[config.mk]
export PLATFORM = sky130hd
export DESIGN_NAME = rtiv_regs
export DESIGN_NICKNAME = d
export VERILOG_FILES = /design/src/rtiv_pkg.sv /design/src/rtiv_check.sv /design/src/rtiv_regs.sv
export SDC_FILE = /design/constraint.sdc
export NUM_CORES = 1
export LEC_CHECK = 0
export ABC_CLOCK_PERIOD_IN_PS = 7600
export BUFFER_PORTS_ARGS = -buffer_cell sky130_fd_sc_hd__buf_2
export CAP_MARGIN = 20
export CORE_MARGIN = 2
export CORE_UTILIZATION = 45
export DETAILED_ROUTE_END_ITERATION = 7
export PLACE_DENSITY = 0.66
export SETUP_SLACK_MARGIN = 0.3
export SYNTH_ARGS = -nofsm -noshare
export SYNTH_HDL_FRONTEND = slang
export SYNTH_SLANG_ARGS = --single-unit
[constraint.sdc]
create_clock -name CLK -period 7.6 [get_ports CLK]
set_input_delay 1.52 -clock CLK [delete_from_list [all_inputs] [get_ports CLK]]
set_output_delay 1.52 -clock CLK [all_outputs]
set_load 0.1 [all_outputs]
[src/rtiv_pkg.sv]
// package for the clock interrupt and entry-validity register block
// assumes an axi4-lite slave with 32-bit data, one aligned word per register
package rtiv_pkg;
  // register byte offsets
  localparam logic [7:0] OFF_STATUS     = 8'h00; // clock_status_flags, read only
  localparam logic [7:0] OFF_STAT_CLR   = 8'h04; // write one to clear a status flag
  localparam logic [7:0] OFF_IRQ_ON     = 8'h08; // interrupt_enable_set
  localparam logic [7:0] OFF_IRQ_OFF    = 8'h0C; // interrupt_enable_clear
  localparam logic [7:0] OFF_IRQ_MASK   = 8'h10; // interrupt_mask_view
  localparam logic [7:0] OFF_VALIDITY   = 8'h14; // entry_validity_flags
  localparam logic [7:0] OFF_CTRL       = 8'h18; // event selection fields
  localparam logic [7:0] OFF_TIME_DAY   = 8'h1C; // time_of_day_register
  localparam logic [7:0] OFF_CALENDAR   = 8'h20; // calendar_register
  localparam logic [7:0] OFF_TIME_ALARM = 8'h24; // time_alarm_register
  localparam logic [7:0] OFF_CAL_ALARM  = 8'h28; // calendar_alarm_register
  localparam logic [7:0] OFF_MODE       = 8'h2C; // 12/24 hour mode

  // source bit positions in status, enable, disable and mask registers
  localparam int BIT_UPD   = 0;
  localparam int BIT_ALARM = 1;
  localparam int BIT_SEC   = 2;
  localparam int BIT_TIMEV = 3;
  localparam int BIT_CALEV = 4;
  localparam int NUM_SRC   = 5;

  // validity bit positions
  localparam int BIT_BAD_TIME  = 0;
  localparam int BIT_BAD_CAL   = 1;
  localparam int BIT_BAD_TALR  = 2;
  localparam int BIT_BAD_CALR  = 3;
  localparam int NUM_VALID     = 4;

  // control field positions
  localparam int CTRL_TSEL_LSB = 8;
  localparam int CTRL_CSEL_LSB = 16;

  // reset values
  localparam logic [4:0]  MASK_RST   = 5'h00;
  localparam logic [31:0] CTRL_RST   = 32'h0000_0000;
  localparam logic [31:0] TIME_RST   = 32'h0000_0000;
  localparam logic [31:0] CAL_RST    = 32'h0001_0120; // century 20, year 01, month 01; day and date left zero, so the checker rejects it
  localparam logic [31:0] ALARM_RST  = 32'h0000_0000;
  localparam logic [31:0] CALR_RST   = 32'h0101_0000;

  // axi responses
  localparam logic [1:0] RESP_OKAY   = 2'h0;
  localparam logic [1:0] RESP_SLVERR = 2'h2;

  // time event choices
  typedef enum logic [1:0] {TEV_MINUTE, TEV_HOUR, TEV_NOON, TEV_MIDNIGHT} rtiv_tev_t;
endpackage

[src/rtiv_check.sv]
// range checker for programmed bcd time, calendar and alarm words
// assumes purely combinational use by the register block
module rtiv_check (
  input  wire logic [31:0] TIME_W,
  input  wire logic [31:0] CAL_W,
  input  wire logic [31:0] TALR_W,
  input  wire logic [31:0] CALR_W,
  input  wire logic        HOUR12,
  output logic      [3:0]  BAD
);
  // true when a bcd byte lies in lo..hi with legal digits
  function automatic logic bcd_ok(input logic [7:0] v, input logic [7:0] lo,
                                  input logic [7:0] hi);
    bcd_ok = (v[3:0] <= 4'h9) && (v[7:4] <= 4'h9) && (v >= lo) && (v <= hi);
  endfunction

  // hour depends on mode; am/pm must be zero in 24 hour mode
  function automatic logic hour_ok(input logic [5:0] h, input logic pm, input logic m12);
    hour_ok = m12 ? bcd_ok({2'h0, h}, 8'h01, 8'h12) : (bcd_ok({2'h0, h}, 8'h00, 8'h23) && !pm);
  endfunction

  always_comb begin
    // time of day: seconds, minutes, hours
    BAD[0] = !(bcd_ok({1'b0, TIME_W[6:0]}, 8'h00, 8'h59) &&
               bcd_ok({1'b0, TIME_W[14:8]}, 8'h00, 8'h59) &&
               hour_ok(TIME_W[21:16], TIME_W[22], HOUR12));
    // calendar: century, year, month, day, date
    BAD[1] = !(bcd_ok({1'b0, CAL_W[6:0]}, 8'h19, 8'h20) &&
               bcd_ok(CAL_W[15:8], 8'h00, 8'h99) &&
               bcd_ok({3'h0, CAL_W[20:16]}, 8'h01, 8'h12) &&
               bcd_ok({5'h00, CAL_W[23:21]}, 8'h01, 8'h07) &&
               bcd_ok({2'h0, CAL_W[29:24]}, 8'h01, 8'h31));
    // time alarm: only enabled fields are checked
    BAD[2] = (TALR_W[7] && !bcd_ok({1'b0, TALR_W[6:0]}, 8'h00, 8'h59)) ||
             (TALR_W[15] && !bcd_ok({1'b0, TALR_W[14:8]}, 8'h00, 8'h59)) ||
             (TALR_W[23] && !hour_ok(TALR_W[21:16], TALR_W[22], HOUR12));
    // calendar alarm: month and date
    BAD[3] = (CALR_W[23] && !bcd_ok({3'h0, CALR_W[20:16]}, 8'h01, 8'h12)) ||
             (CALR_W[31] && !bcd_ok({2'h0, CALR_W[29:24]}, 8'h01, 8'h31));
  end
endmodule // rtiv_check

[src/rtiv_regs.sv]
// register block: status flags, interrupt mask, entry validity, axi4-lite slave
// assumes events arrive as one-cycle pulses synchronous to CLK
// Function
// - writing one clears status flag; zero ignored
// - sources at bits zero to four
// - enable write sets mask bits only
// - disable write clears mask bits only
// - mask register read-only, shows enabled sources
// - time enable follows selected time event
// - calendar enable follows selected calendar event
// - validity bit zero flags bad time
// - validity bit one flags bad calendar
// - validity bit two flags bad time alarm
// - validity bit three flags bad calendar alarm
// - status bits zero-four sticky until cleared
// - time event minute, hour, noon, midnight
//
// Added by the designer: the placing of the registers and the AXI4-Lite interface to the registers.
module rtiv_regs (
  input  wire logic        CLK,
  input  wire logic        RST,
  input  wire logic [7:0]  S_AXI_AWADDR,
  input  wire logic        S_AXI_AWVALID,
  output logic             S_AXI_AWREADY,
  input  wire logic [31:0] S_AXI_WDATA,
  input  wire logic [3:0]  S_AXI_WSTRB,
  input  wire logic        S_AXI_WVALID,
  output logic             S_AXI_WREADY,
  output logic [1:0]       S_AXI_BRESP,
  output logic             S_AXI_BVALID,
  input  wire logic        S_AXI_BREADY,
  input  wire logic [7:0]  S_AXI_ARADDR,
  input  wire logic        S_AXI_ARVALID,
  output logic             S_AXI_ARREADY,
  output logic [31:0]      S_AXI_RDATA,
  output logic [1:0]       S_AXI_RRESP,
  output logic             S_AXI_RVALID,
  input  wire logic        S_AXI_RREADY,
  input  wire logic        UPD_EVT,
  input  wire logic        ALARM_EVT,
  input  wire logic        SEC_EVT,
  input  wire logic [3:0]  TIME_EVTS,
  input  wire logic [2:0]  CAL_EVTS,
  output logic             IRQ
);
  // write channel holding state
  logic        aw_have_r, aw_have_nxt;  // address taken
  logic        w_have_r, w_have_nxt;    // data taken
  logic [7:0]  aw_addr_r, aw_addr_nxt;  // latched write address
  logic [31:0] w_data_r, w_data_nxt;    // latched write data
  logic [3:0]  w_strb_r, w_strb_nxt;    // latched byte strobes
  logic        bvalid_r, bvalid_nxt;    // write response pending
  logic [1:0]  bresp_r, bresp_nxt;      // write response code
  // read channel state
  logic        rvalid_r, rvalid_nxt;
  logic [31:0] rdata_r, rdata_nxt;
  logic [1:0]  rresp_r, rresp_nxt;
  // block state
  logic [4:0]  status_r, status_nxt;    // sticky event flags
  logic [4:0]  mask_r, mask_nxt;        // interrupt enables
  logic [3:0]  valid_r, valid_nxt;      // bad-entry flags
  logic [31:0] ctrl_r, ctrl_nxt;        // event selections
  logic [31:0] time_r, time_nxt;        // stored time of day
  logic [31:0] cal_r, cal_nxt;          // stored calendar
  logic [31:0] talr_r, talr_nxt;        // stored time alarm
  logic [31:0] calr_r, calr_nxt;        // stored calendar alarm
  logic        mode_r, mode_nxt;        // 12 hour mode
  logic        irq_r, irq_nxt;          // registered interrupt
  logic [3:0]  bad_w;                   // checker verdict on written values
  logic        aw_rdy_r, aw_rdy_nxt;    // address slot free, registered for the port
  logic        w_rdy_r, w_rdy_nxt;      // data slot free, registered for the port
  logic        ar_rdy_r, ar_rdy_nxt;    // read slot free, registered for the port
  logic        do_wr;                   // write commits this cycle
  logic        tev_hit, cev_hit;        // selected event pulses
  logic [4:0]  evt_w;                   // event vector
  logic [31:0] rd_mux;                  // read data mux
  logic        rd_ok;                   // address decodes
  // control field positions, kept local for the part-selects below
  localparam int CTRL_TSEL_LSB_I = rtiv_pkg::CTRL_TSEL_LSB;
  localparam int CTRL_CSEL_LSB_I = rtiv_pkg::CTRL_CSEL_LSB;

  // merge strobed bytes over an old word
  function automatic logic [31:0] merge(input logic [31:0] old, input logic [31:0] nw,
                                        input logic [3:0] st);
    for (int i = 0; i < 4; i++) begin
      merge[i*8 +: 8] = st[i] ? nw[i*8 +: 8] : old[i*8 +: 8];
    end
  endfunction

  // candidate word seen by the checker is the stored word after this write
  logic [31:0] time_c, cal_c, talr_c, calr_c;
  always_comb begin
    time_c = time_nxt;
    cal_c  = cal_nxt;
    talr_c = talr_nxt;
    calr_c = calr_nxt;
  end

  rtiv_check u_check (
    .TIME_W (time_c),
    .CAL_W  (cal_c),
    .TALR_W (talr_c),
    .CALR_W (calr_c),
    .HOUR12 (mode_nxt),
    .BAD    (bad_w)
  );

  // selected event decode
  always_comb begin
    tev_hit = TIME_EVTS[ctrl_r[CTRL_TSEL_LSB_I +: 2]];
    cev_hit = (ctrl_r[CTRL_CSEL_LSB_I +: 2] == 2'h0) ? CAL_EVTS[0] :
              (ctrl_r[CTRL_CSEL_LSB_I +: 2] == 2'h1) ? CAL_EVTS[1] : CAL_EVTS[2];
    evt_w = '0;
    evt_w[rtiv_pkg::BIT_UPD]   = UPD_EVT;
    evt_w[rtiv_pkg::BIT_ALARM] = ALARM_EVT;
    evt_w[rtiv_pkg::BIT_SEC]   = SEC_EVT;
    evt_w[rtiv_pkg::BIT_TIMEV] = tev_hit;
    evt_w[rtiv_pkg::BIT_CALEV] = cev_hit;
  end

  // write channel: take address and data in any order, answer once both held
  always_comb begin
    aw_have_nxt = aw_have_r;
    w_have_nxt  = w_have_r;
    aw_addr_nxt = aw_addr_r;
    w_data_nxt  = w_data_r;
    w_strb_nxt  = w_strb_r;
    bvalid_nxt  = bvalid_r;
    bresp_nxt   = bresp_r;
    if (S_AXI_AWVALID && aw_rdy_r) begin
      aw_have_nxt = 1'b1;
      aw_addr_nxt = S_AXI_AWADDR;
    end
    if (S_AXI_WVALID && w_rdy_r) begin
      w_have_nxt = 1'b1;
      w_data_nxt = S_AXI_WDATA;
      w_strb_nxt = S_AXI_WSTRB;
    end
    do_wr = aw_have_r && w_have_r && !bvalid_r;
    if (do_wr) begin
      aw_have_nxt = 1'b0;
      w_have_nxt  = 1'b0;
      bvalid_nxt  = 1'b1;
      bresp_nxt   = rd_decode(aw_addr_r) ? rtiv_pkg::RESP_OKAY : rtiv_pkg::RESP_SLVERR;
    end else if (bvalid_r && S_AXI_BREADY) begin
      bvalid_nxt = 1'b0;
    end
    // a slot reopens only once its response has been taken
    aw_rdy_nxt = !aw_have_nxt && !bvalid_nxt;
    w_rdy_nxt  = !w_have_nxt && !bvalid_nxt;
  end

  // any mapped offset, reads or writes alike
  function automatic logic rd_decode(input logic [7:0] a);
    rd_decode = (a[1:0] == 2'h0) && (a <= rtiv_pkg::OFF_MODE);
  endfunction

  // register contents and flags
  always_comb begin
    status_nxt = status_r;
    mask_nxt   = mask_r;
    ctrl_nxt   = ctrl_r;
    time_nxt   = time_r;
    cal_nxt    = cal_r;
    talr_nxt   = talr_r;
    calr_nxt   = calr_r;
    mode_nxt   = mode_r;
    if (do_wr) begin
      unique case (aw_addr_r)
        rtiv_pkg::OFF_STAT_CLR: if (w_strb_r[0]) status_nxt = status_r & ~w_data_r[4:0];
        rtiv_pkg::OFF_IRQ_ON:   if (w_strb_r[0]) mask_nxt = mask_r | w_data_r[4:0];
        rtiv_pkg::OFF_IRQ_OFF:  if (w_strb_r[0]) mask_nxt = mask_r & ~w_data_r[4:0];
        rtiv_pkg::OFF_CTRL:       ctrl_nxt = merge(ctrl_r, w_data_r, w_strb_r) & 32'h0003_0300;
        rtiv_pkg::OFF_TIME_DAY:   time_nxt = merge(time_r, w_data_r, w_strb_r);
        rtiv_pkg::OFF_CALENDAR:   cal_nxt  = merge(cal_r, w_data_r, w_strb_r);
        rtiv_pkg::OFF_TIME_ALARM: talr_nxt = merge(talr_r, w_data_r, w_strb_r);
        rtiv_pkg::OFF_CAL_ALARM:  calr_nxt = merge(calr_r, w_data_r, w_strb_r);
        rtiv_pkg::OFF_MODE:     if (w_strb_r[0]) mode_nxt = w_data_r[0];
        default: ; // read-only or unmapped: no storage change
      endcase
    end
    // set wins over a clear in the same cycle
    status_nxt = status_nxt | evt_w;
    irq_nxt = |(status_nxt & mask_nxt);
  end

  // validity flags kept apart: the checker reads the next stored words, so
  // judging them in the store process would route a path back into it
  always_comb begin
    valid_nxt = valid_r;
    if (do_wr) begin
      // each watched register re-judged when written
      if (aw_addr_r == rtiv_pkg::OFF_TIME_DAY)   valid_nxt[0] = bad_w[0];
      if (aw_addr_r == rtiv_pkg::OFF_CALENDAR)   valid_nxt[1] = bad_w[1];
      if (aw_addr_r == rtiv_pkg::OFF_TIME_ALARM) valid_nxt[2] = bad_w[2];
      if (aw_addr_r == rtiv_pkg::OFF_CAL_ALARM)  valid_nxt[3] = bad_w[3];
    end
  end

  // read mux
  always_comb begin
    rd_ok  = rd_decode(S_AXI_ARADDR);
    rd_mux = 32'h0000_0000;
    unique case (S_AXI_ARADDR)
      rtiv_pkg::OFF_STATUS:     rd_mux = {27'h0, status_r};
      rtiv_pkg::OFF_IRQ_MASK:   rd_mux = {27'h0, mask_r};
      rtiv_pkg::OFF_VALIDITY:   rd_mux = {28'h0, valid_r};
      rtiv_pkg::OFF_CTRL:       rd_mux = ctrl_r;
      rtiv_pkg::OFF_TIME_DAY:   rd_mux = time_r;
      rtiv_pkg::OFF_CALENDAR:   rd_mux = cal_r;
      rtiv_pkg::OFF_TIME_ALARM: rd_mux = talr_r;
      rtiv_pkg::OFF_CAL_ALARM:  rd_mux = calr_r;
      rtiv_pkg::OFF_MODE:       rd_mux = {31'h0, mode_r};
      default:                  rd_mux = 32'h0000_0000; // write-only reads zero
    endcase
    rvalid_nxt = rvalid_r;
    rdata_nxt  = rdata_r;
    rresp_nxt  = rresp_r;
    if (ar_rdy_r && S_AXI_ARVALID) begin
      rvalid_nxt = 1'b1;
      rdata_nxt  = rd_mux;
      rresp_nxt  = rd_ok ? rtiv_pkg::RESP_OKAY : rtiv_pkg::RESP_SLVERR;
    end else if (rvalid_r && S_AXI_RREADY) begin
      rvalid_nxt = 1'b0;
    end
    ar_rdy_nxt = !rvalid_nxt; // one read under way at a time
  end

  // all state registers
  always_ff @(posedge CLK or posedge RST) begin
    if (RST) begin
      aw_have_r <= 1'b0;
      w_have_r  <= 1'b0;
      aw_addr_r <= 8'h00;
      w_data_r  <= 32'h0000_0000;
      w_strb_r  <= 4'h0;
      bvalid_r  <= 1'b0;
      bresp_r   <= rtiv_pkg::RESP_OKAY;
      rvalid_r  <= 1'b0;
      rdata_r   <= 32'h0000_0000;
      rresp_r   <= rtiv_pkg::RESP_OKAY;
      status_r  <= 5'h00;
      mask_r    <= rtiv_pkg::MASK_RST;
      valid_r   <= 4'h0;
      ctrl_r    <= rtiv_pkg::CTRL_RST;
      time_r    <= rtiv_pkg::TIME_RST;
      cal_r     <= rtiv_pkg::CAL_RST;
      talr_r    <= rtiv_pkg::ALARM_RST;
      calr_r    <= rtiv_pkg::CALR_RST;
      mode_r    <= 1'b0;
      irq_r     <= 1'b0;
      aw_rdy_r  <= 1'b0;
      w_rdy_r   <= 1'b0;
      ar_rdy_r  <= 1'b0;
    end else begin
      aw_have_r <= aw_have_nxt;
      w_have_r  <= w_have_nxt;
      aw_addr_r <= aw_addr_nxt;
      w_data_r  <= w_data_nxt;
      w_strb_r  <= w_strb_nxt;
      bvalid_r  <= bvalid_nxt;
      bresp_r   <= bresp_nxt;
      rvalid_r  <= rvalid_nxt;
      rdata_r   <= rdata_nxt;
      rresp_r   <= rresp_nxt;
      status_r  <= status_nxt;
      mask_r    <= mask_nxt;
      valid_r   <= valid_nxt;
      ctrl_r    <= ctrl_nxt;
      time_r    <= time_nxt;
      cal_r     <= cal_nxt;
      talr_r    <= talr_nxt;
      calr_r    <= calr_nxt;
      mode_r    <= mode_nxt;
      irq_r     <= irq_nxt;
      aw_rdy_r  <= aw_rdy_nxt;
      w_rdy_r   <= w_rdy_nxt;
      ar_rdy_r  <= ar_rdy_nxt;
    end
  end

  // ready only while a slot is free; registered, so low in reset and
  // high from the first edge after release
  assign S_AXI_AWREADY = aw_rdy_r;
  assign S_AXI_WREADY  = w_rdy_r;
  assign S_AXI_ARREADY = ar_rdy_r;
  assign S_AXI_BVALID = bvalid_r;
  assign S_AXI_BRESP  = bresp_r;
  assign S_AXI_RVALID = rvalid_r;
  assign S_AXI_RDATA  = rdata_r;
  assign S_AXI_RRESP  = rresp_r;
  assign IRQ          = irq_r;

  // assertions
  clr_one_a: assert property (@(posedge CLK) disable iff (RST)
    do_wr && aw_addr_r == rtiv_pkg::OFF_STAT_CLR && w_strb_r[0] && w_data_r[0] && !UPD_EVT
    |=> !status_r[0]) else $error("status clear failed");
  sticky_flag_a: assert property (@(posedge CLK) disable iff (RST)
    status_r[2] && !(do_wr && aw_addr_r == rtiv_pkg::OFF_STAT_CLR) |=> status_r[2])
    else $error("status flag dropped");
  sec_set_a: assert property (@(posedge CLK) disable iff (RST)
    SEC_EVT |=> status_r[2]) else $error("second event lost");
  en_set_a: assert property (@(posedge CLK) disable iff (RST)
    do_wr && aw_addr_r == rtiv_pkg::OFF_IRQ_ON && w_strb_r[0]
    |=> (mask_r == ($past(mask_r) | $past(w_data_r[4:0])))) else $error("enable wrong");
  dis_clr_a: assert property (@(posedge CLK) disable iff (RST)
    do_wr && aw_addr_r == rtiv_pkg::OFF_IRQ_OFF && w_strb_r[0]
    |=> (mask_r == ($past(mask_r) & ~$past(w_data_r[4:0])))) else $error("disable wrong");
  mask_hold_a: assert property (@(posedge CLK) disable iff (RST)
    !(do_wr && (aw_addr_r == rtiv_pkg::OFF_IRQ_ON || aw_addr_r == rtiv_pkg::OFF_IRQ_OFF))
    |=> $stable(mask_r)) else $error("mask changed");
  tev_sel_a: assert property (@(posedge CLK) disable iff (RST)
    TIME_EVTS[ctrl_r[9:8]] |=> status_r[3]) else $error("time event lost");
  irq_lvl_a: assert property (@(posedge CLK) disable iff (RST)
    |(status_r & mask_r) |-> IRQ) else $error("irq low with flag");
  bad_time_a: assert property (@(posedge CLK) disable iff (RST)
    do_wr && aw_addr_r == rtiv_pkg::OFF_TIME_DAY |=> valid_r[0] == $past(bad_w[0]))
    else $error("time validity wrong");
  bresp_a: assert property (@(posedge CLK) disable iff (RST)
    S_AXI_BVALID && !S_AXI_BREADY |=> S_AXI_BVALID) else $error("bvalid dropped");
  wr_c: cover property (@(posedge CLK) do_wr && aw_addr_r == rtiv_pkg::OFF_IRQ_ON);
  irq_c: cover property (@(posedge CLK) $rose(IRQ));
  bad_c: cover property (@(posedge CLK) $rose(valid_r[1]));
endmodule // rtiv_regs

Word level (Yosys, flattened, before mapping)
Index checks and enable logic that the tools add are counted.

word-level totals
  register bits after elaboration = 235
  input port bits = 69
  output and inout port bits = 42

cells by class
  $lt $le $gt $ge = 49
  equality and inequality tests = 18
  muxes and demuxes = 49
  bitwise logic cells = 6
  reductions and logical operators = 96

operators by type and width
  operator                                                                count
  32-bit one-hot mux with 9 select lines                                  1
  8-bit 2-to-1 mux                                                        12
  8-bit by 6-bit equality test with 1-bit output (second input constant)  8
  32-bit 2-to-1 mux                                                       2
  30-bit 2-to-1 mux                                                       2
  1-bit logical AND                                                       57
  4-bit <= comparator (second input constant)                             13
  8-bit by 5-bit equality test with 1-bit output (second input constant)  6
  24-bit 2-to-1 mux                                                       2
  23-bit 2-to-1 mux                                                       2
  3-bit AND reduction                                                     13
  5-bit 2-to-1 mux                                                        6
  7-bit <= comparator (second input constant)                             4
  6-bit by 1-bit >= comparator with 1-bit output (second input constant)  4
  3-bit by 4-bit <= comparator with 1-bit output (second input constant)  6
  6-bit <= comparator (second input constant)                             4
  8-bit by 4-bit equality test with 1-bit output (second input constant)  2
  2-bit by 4-bit <= comparator with 1-bit output (second input constant)  4
  8-bit by 6-bit <= comparator with 1-bit output (second input constant)  2
  1-bit 2-to-1 mux                                                        16
  5-bit bitwise AND                                                       3
  1-bit zero test                                                         14
  6-bit by 5-bit <= comparator with 1-bit output (second input constant)  2
  5-bit by 1-bit >= comparator with 1-bit output (second input constant)  2
  21 further kinds                                                        31

Longest topological paths before layout
  word-level depth = 12
  gate-level depth with buffers = 8

Hierarchy
A second synthesis with hierarchy kept.

second synthesis, totals
  cells, all modules = 770
  area total of the unflattened synthesis = 10276.1 um2

modules (own cells, without submodules)
  module      instances  cells an instance  area each (um2)
  rtiv_regs   1          709                9889.5
  rtiv_check  1          61                 386.6

Least setup slack after synthesis
Ideal clock, no wire load.

  path type = input-to-reg
  from = input port S_AXI_ARADDR[1]
  to = register rdata_r[10], in the netlist S_AXI_RDATA[10]
  setup time = 0.083 ns
  arrival = 3.210 ns
  path slack = 4.308 ns
  stages = 6
  cell sequence = nor4_1 > nand3_1 > nor2_1 > clkbuf_1 > a22oi_1 > o21ai_0

on the way
  cells in the longest elaborated chain, start to end = 2
  elaborated cells between the ends (all ways) = 10
  those cells by class = eq/ne (8); mux (1); reduce/logical (1)

RTL lines
  what                                                                    RTL line          RTL
  start: declaration                                                      rtiv_regs.sv:32   input wire logic [7:0] S_AXI_ARADDR,
  8-bit by 6-bit equality test with 1-bit output (tied with other cells)  rtiv_regs.sv:204  unique case (S_AXI_ARADDR)
  32-bit one-hot mux with 9 select lines *                                rtiv_regs.sv:204
  end signal: assignment                                                  rtiv_regs.sv:264  rdata_r <= rdata_nxt;
  end: declaration                                                        rtiv_regs.sv:56   logic [31:0] rdata_r, rdata_nxt;

Mark *: on every way between the ends. The rest lies on a longest branch, timed or not.
A chain may end at the register's enable or synchronous reset.

Final worst setup path
  from = input port S_AXI_ARADDR[1]
  to = register rdata_r[24], in the netlist S_AXI_RDATA[24]

Same word-level chain as after synthesis.

==> out/metrics.cfg <==
[run_status]
status=finished, final reports clean

[layout]
finalNetCount=1106
area_growth_pct=15.2
final_cells=1372
fillerInstances=2167
antennaDiodeCount=0
layout-drive-gt1-share=0.328

[sta]
timing.fmax_mhz=296
slew_headroom=0.342
rsz0062_at_grt=false
period_needed_ps=3370
setup_tns_ps=0
drv_slew=0
tightest_slew_ps=984
fin_crit_sh=0.444
skew_ps=10.5
hold_viol=0
finalSetupViolations=0

[min_path]
hp-start=S_AXI_RDATA[30]
min_to=S_AXI_RDATA[30]
whs_path_depth=2
hold_class=reg -> reg

[critical_path]
start_kind=primary input
reg2reg_from=S_AXI_BVALID
arrival_ps=3790
regToRegSetupSlack_ps=4390
ff2ff_path_depth=6
crit_path_end_kind=flop
crit_path_max_fanout=28
path_class=in -> reg
worstPathRequired_ps=8020
r2r-end=valid_r[2]

[global_route]
grtUsageMet2=0.330
grt_use_met3=0.0349
grt_max_degree=115
grt_antenna_before_repair=0
use_met1=0.321
grt_overflow_total=0
grt_use_total=0.216
grt_first_pass_wirelength_um=44100
grt_pass1_vias=7890
top_usage_layer=met2

[power_and_ir_drop]
power.density_nw_per_um2=297
leakagePower_nw=5.87
ir_drop_uv=236

[clock_tree]
clkSinkCount=233
clk_pin_slew_worst_paths_ps=50
ctsHoldBuffers=0
clockBufferDepth=3
tritoncts=yes
cts_setup_buffers=0
clk_latency_ps=520
cts_made_buffers=25
htreeDepth=1
cts_resized=0
clockRootBuffer=clkbuf_16

[routing]
drt_iter0_markers=585
first_pass_iters=5
drcViolationCount=0
wire_per_inst_um=20.1
vias=7922
routed_via_density=5.77
postRouteAntennaNets=0
wirelength_um=27600

[yosys]
ys_async_sr_fraction=1.00
ys_warn_count=0
synth-seq-cells=233
yosysSeqAreaShare=0.537
syn-instance-count=944
ys.flop_type=dfrtp_1
postSynthAreaPerCell_sq_um=11.5
synth_edf_count=0
yosysUniqueCellTypes=65
netlist_area_sq_um=10900

[place]
io_buffers=108
dp_hpwl_um=18900
gp_congestion=0.899
dp_cells=1328

[die]
row_count=56
core_sq_um=23600
ios=111
die_area_sq_um=25400
die_h_um=159
start_util=0.460
die_w_um=159

[flow_run]
maxCapViolCount=0

==> cell families (layout without fill, tap and decap cells) <==
| group | after synthesis | count (layout) | share of synthesized area |
|---|---|---|---|
| other | 1 | 2 | 0.000345 |
| DFF | 233 | 233 | 0.537 |
| and+or+nand+nor | 241 | 241 | 0.110 |
| buffers and inverters | 66 | 174 | 0.0238 |
| muxes | 214 | 214 | 0.218 |
| AOI/OAI and AO/OA | 189 | 189 | 0.112 |
==> report_power, final <==
part           switching (mW)  total (mW)  internal (mW)
clock network           0.477        1.15          0.670
registers               0.379        1.84           1.46
logic                   0.416       0.738          0.323
==> critical path, cell delays in order <==
cell	delay, ps
buf_2	100
nor4_1	730
nand3_1	500
nor2_2	190
buf_4	370
a22oi_1	160
o21ai_0	220
==> cells in the mapped netlist (all sizes together), types with 6 or more instances <==
cell	n	area, sq um
a22oi	29	218
buf	9	45.0
nor2	39	154
inv	10	37.5
clkbuf	47	176
nand2	111	417
a21oi	19	95.1
nor4	7	43.8
dfrtp	228	5710
mux2i	45	450
nand3	26	143
a211oi	6	45.0
mux2	168	1900
o21ai	84	420
nor3	10	50.1
nand4	9	56.3
==> worst max-delay path by stage <==
stage                     cells past startpoint            start  slack (ps)         endpoint
after detailed placement                      7  S_AXI_ARADDR[1]        3690  S_AXI_RDATA[24]
final                                         7  S_AXI_ARADDR[1]        4230  S_AXI_RDATA[24]
after global placement                        7  S_AXI_ARADDR[1]        3690   S_AXI_RDATA[4]
after floorplan                               1              RST        3030              IRQ
after CTS                                     7  S_AXI_ARADDR[1]        4220   S_AXI_RDATA[3]
after global routing                          9  S_AXI_ARADDR[2]        4060   S_AXI_RDATA[1]
==> area by class of cell <==
class / count / area (sq um) / share of cell area
Multi-Input combinational cell: 646 / 4800 / 0.383
Clock buffer: 39 / 748 / 0.0597
Clock inverter: 4 / 20.0 / 0.00160
Timing Repair Buffer: 121 / 683 / 0.0545
Tap cell: 319 / 399 / 0.0319
Inverter: 10 / 41.3 / 0.00330
Sequential cell: 233 / 5840 / 0.466
==> per-stage QoR <==
stage / hold WS [ps] / utilization / total power, mW / setup WS (ps) / area [sq um]
after CTS: 478 / 0.530 / 3.74 / 4220 / 12500
after detailed placement: 459 / 0.497 / 2.59 / 3690 / 11700
after global routing: 508 / 0.530 / 3.90 / 4060 / 12500
after floorplan: 438 / - / 2.30 / 3030 / 10900
final: 471 / 0.530 / 3.72 / 4230 / 12500
after global placement: 449 / 0.496 / 2.56 / 3690 / 11700
==> state kept, by name (all words and copies together) (netlist names), 4 cells and up <==
signal,count
S_AXI_RDATA,32
cal_r,32
calr_r,32
talr_r,32
time_r,32
w_data_r,32
aw_addr_r,8
mask_r,5
status_r,5
ctrl_r,4
valid_r,4
w_strb_r,4
==> layer usage <==
layer	vias to the layer above	wire length (um)
met5	-	0
li1	3645	-
met4	0	644
met1	3976	13100
met3	41	1760
met2	260	12100
==> layout by cell type (no fill, tap or decap), drive strengths merged, types with 3 or more instances in the layout <==
cell type	instances
dfrtp	228
mux2	168
buf	121
nand2	111
o21ai	84
mux2i	45
nor2	39
clkbuf	39
a22oi	29
nand3	26
a21oi	19
nor3	10
nand4	9
inv	9
nor4	7
a211oi	6
o211ai	5
dfstp	5
nor2b	5
nor4b	5
and3	4
a21o	4
o41ai	4
or3	4
a31oi	4
o21a	4
clkinv	4
and4b	3
a221oi	3
a222oi	3
nor3b	3
a221o	3
o2111ai	3
o221ai	3
(Power assumes the default switching activity.)
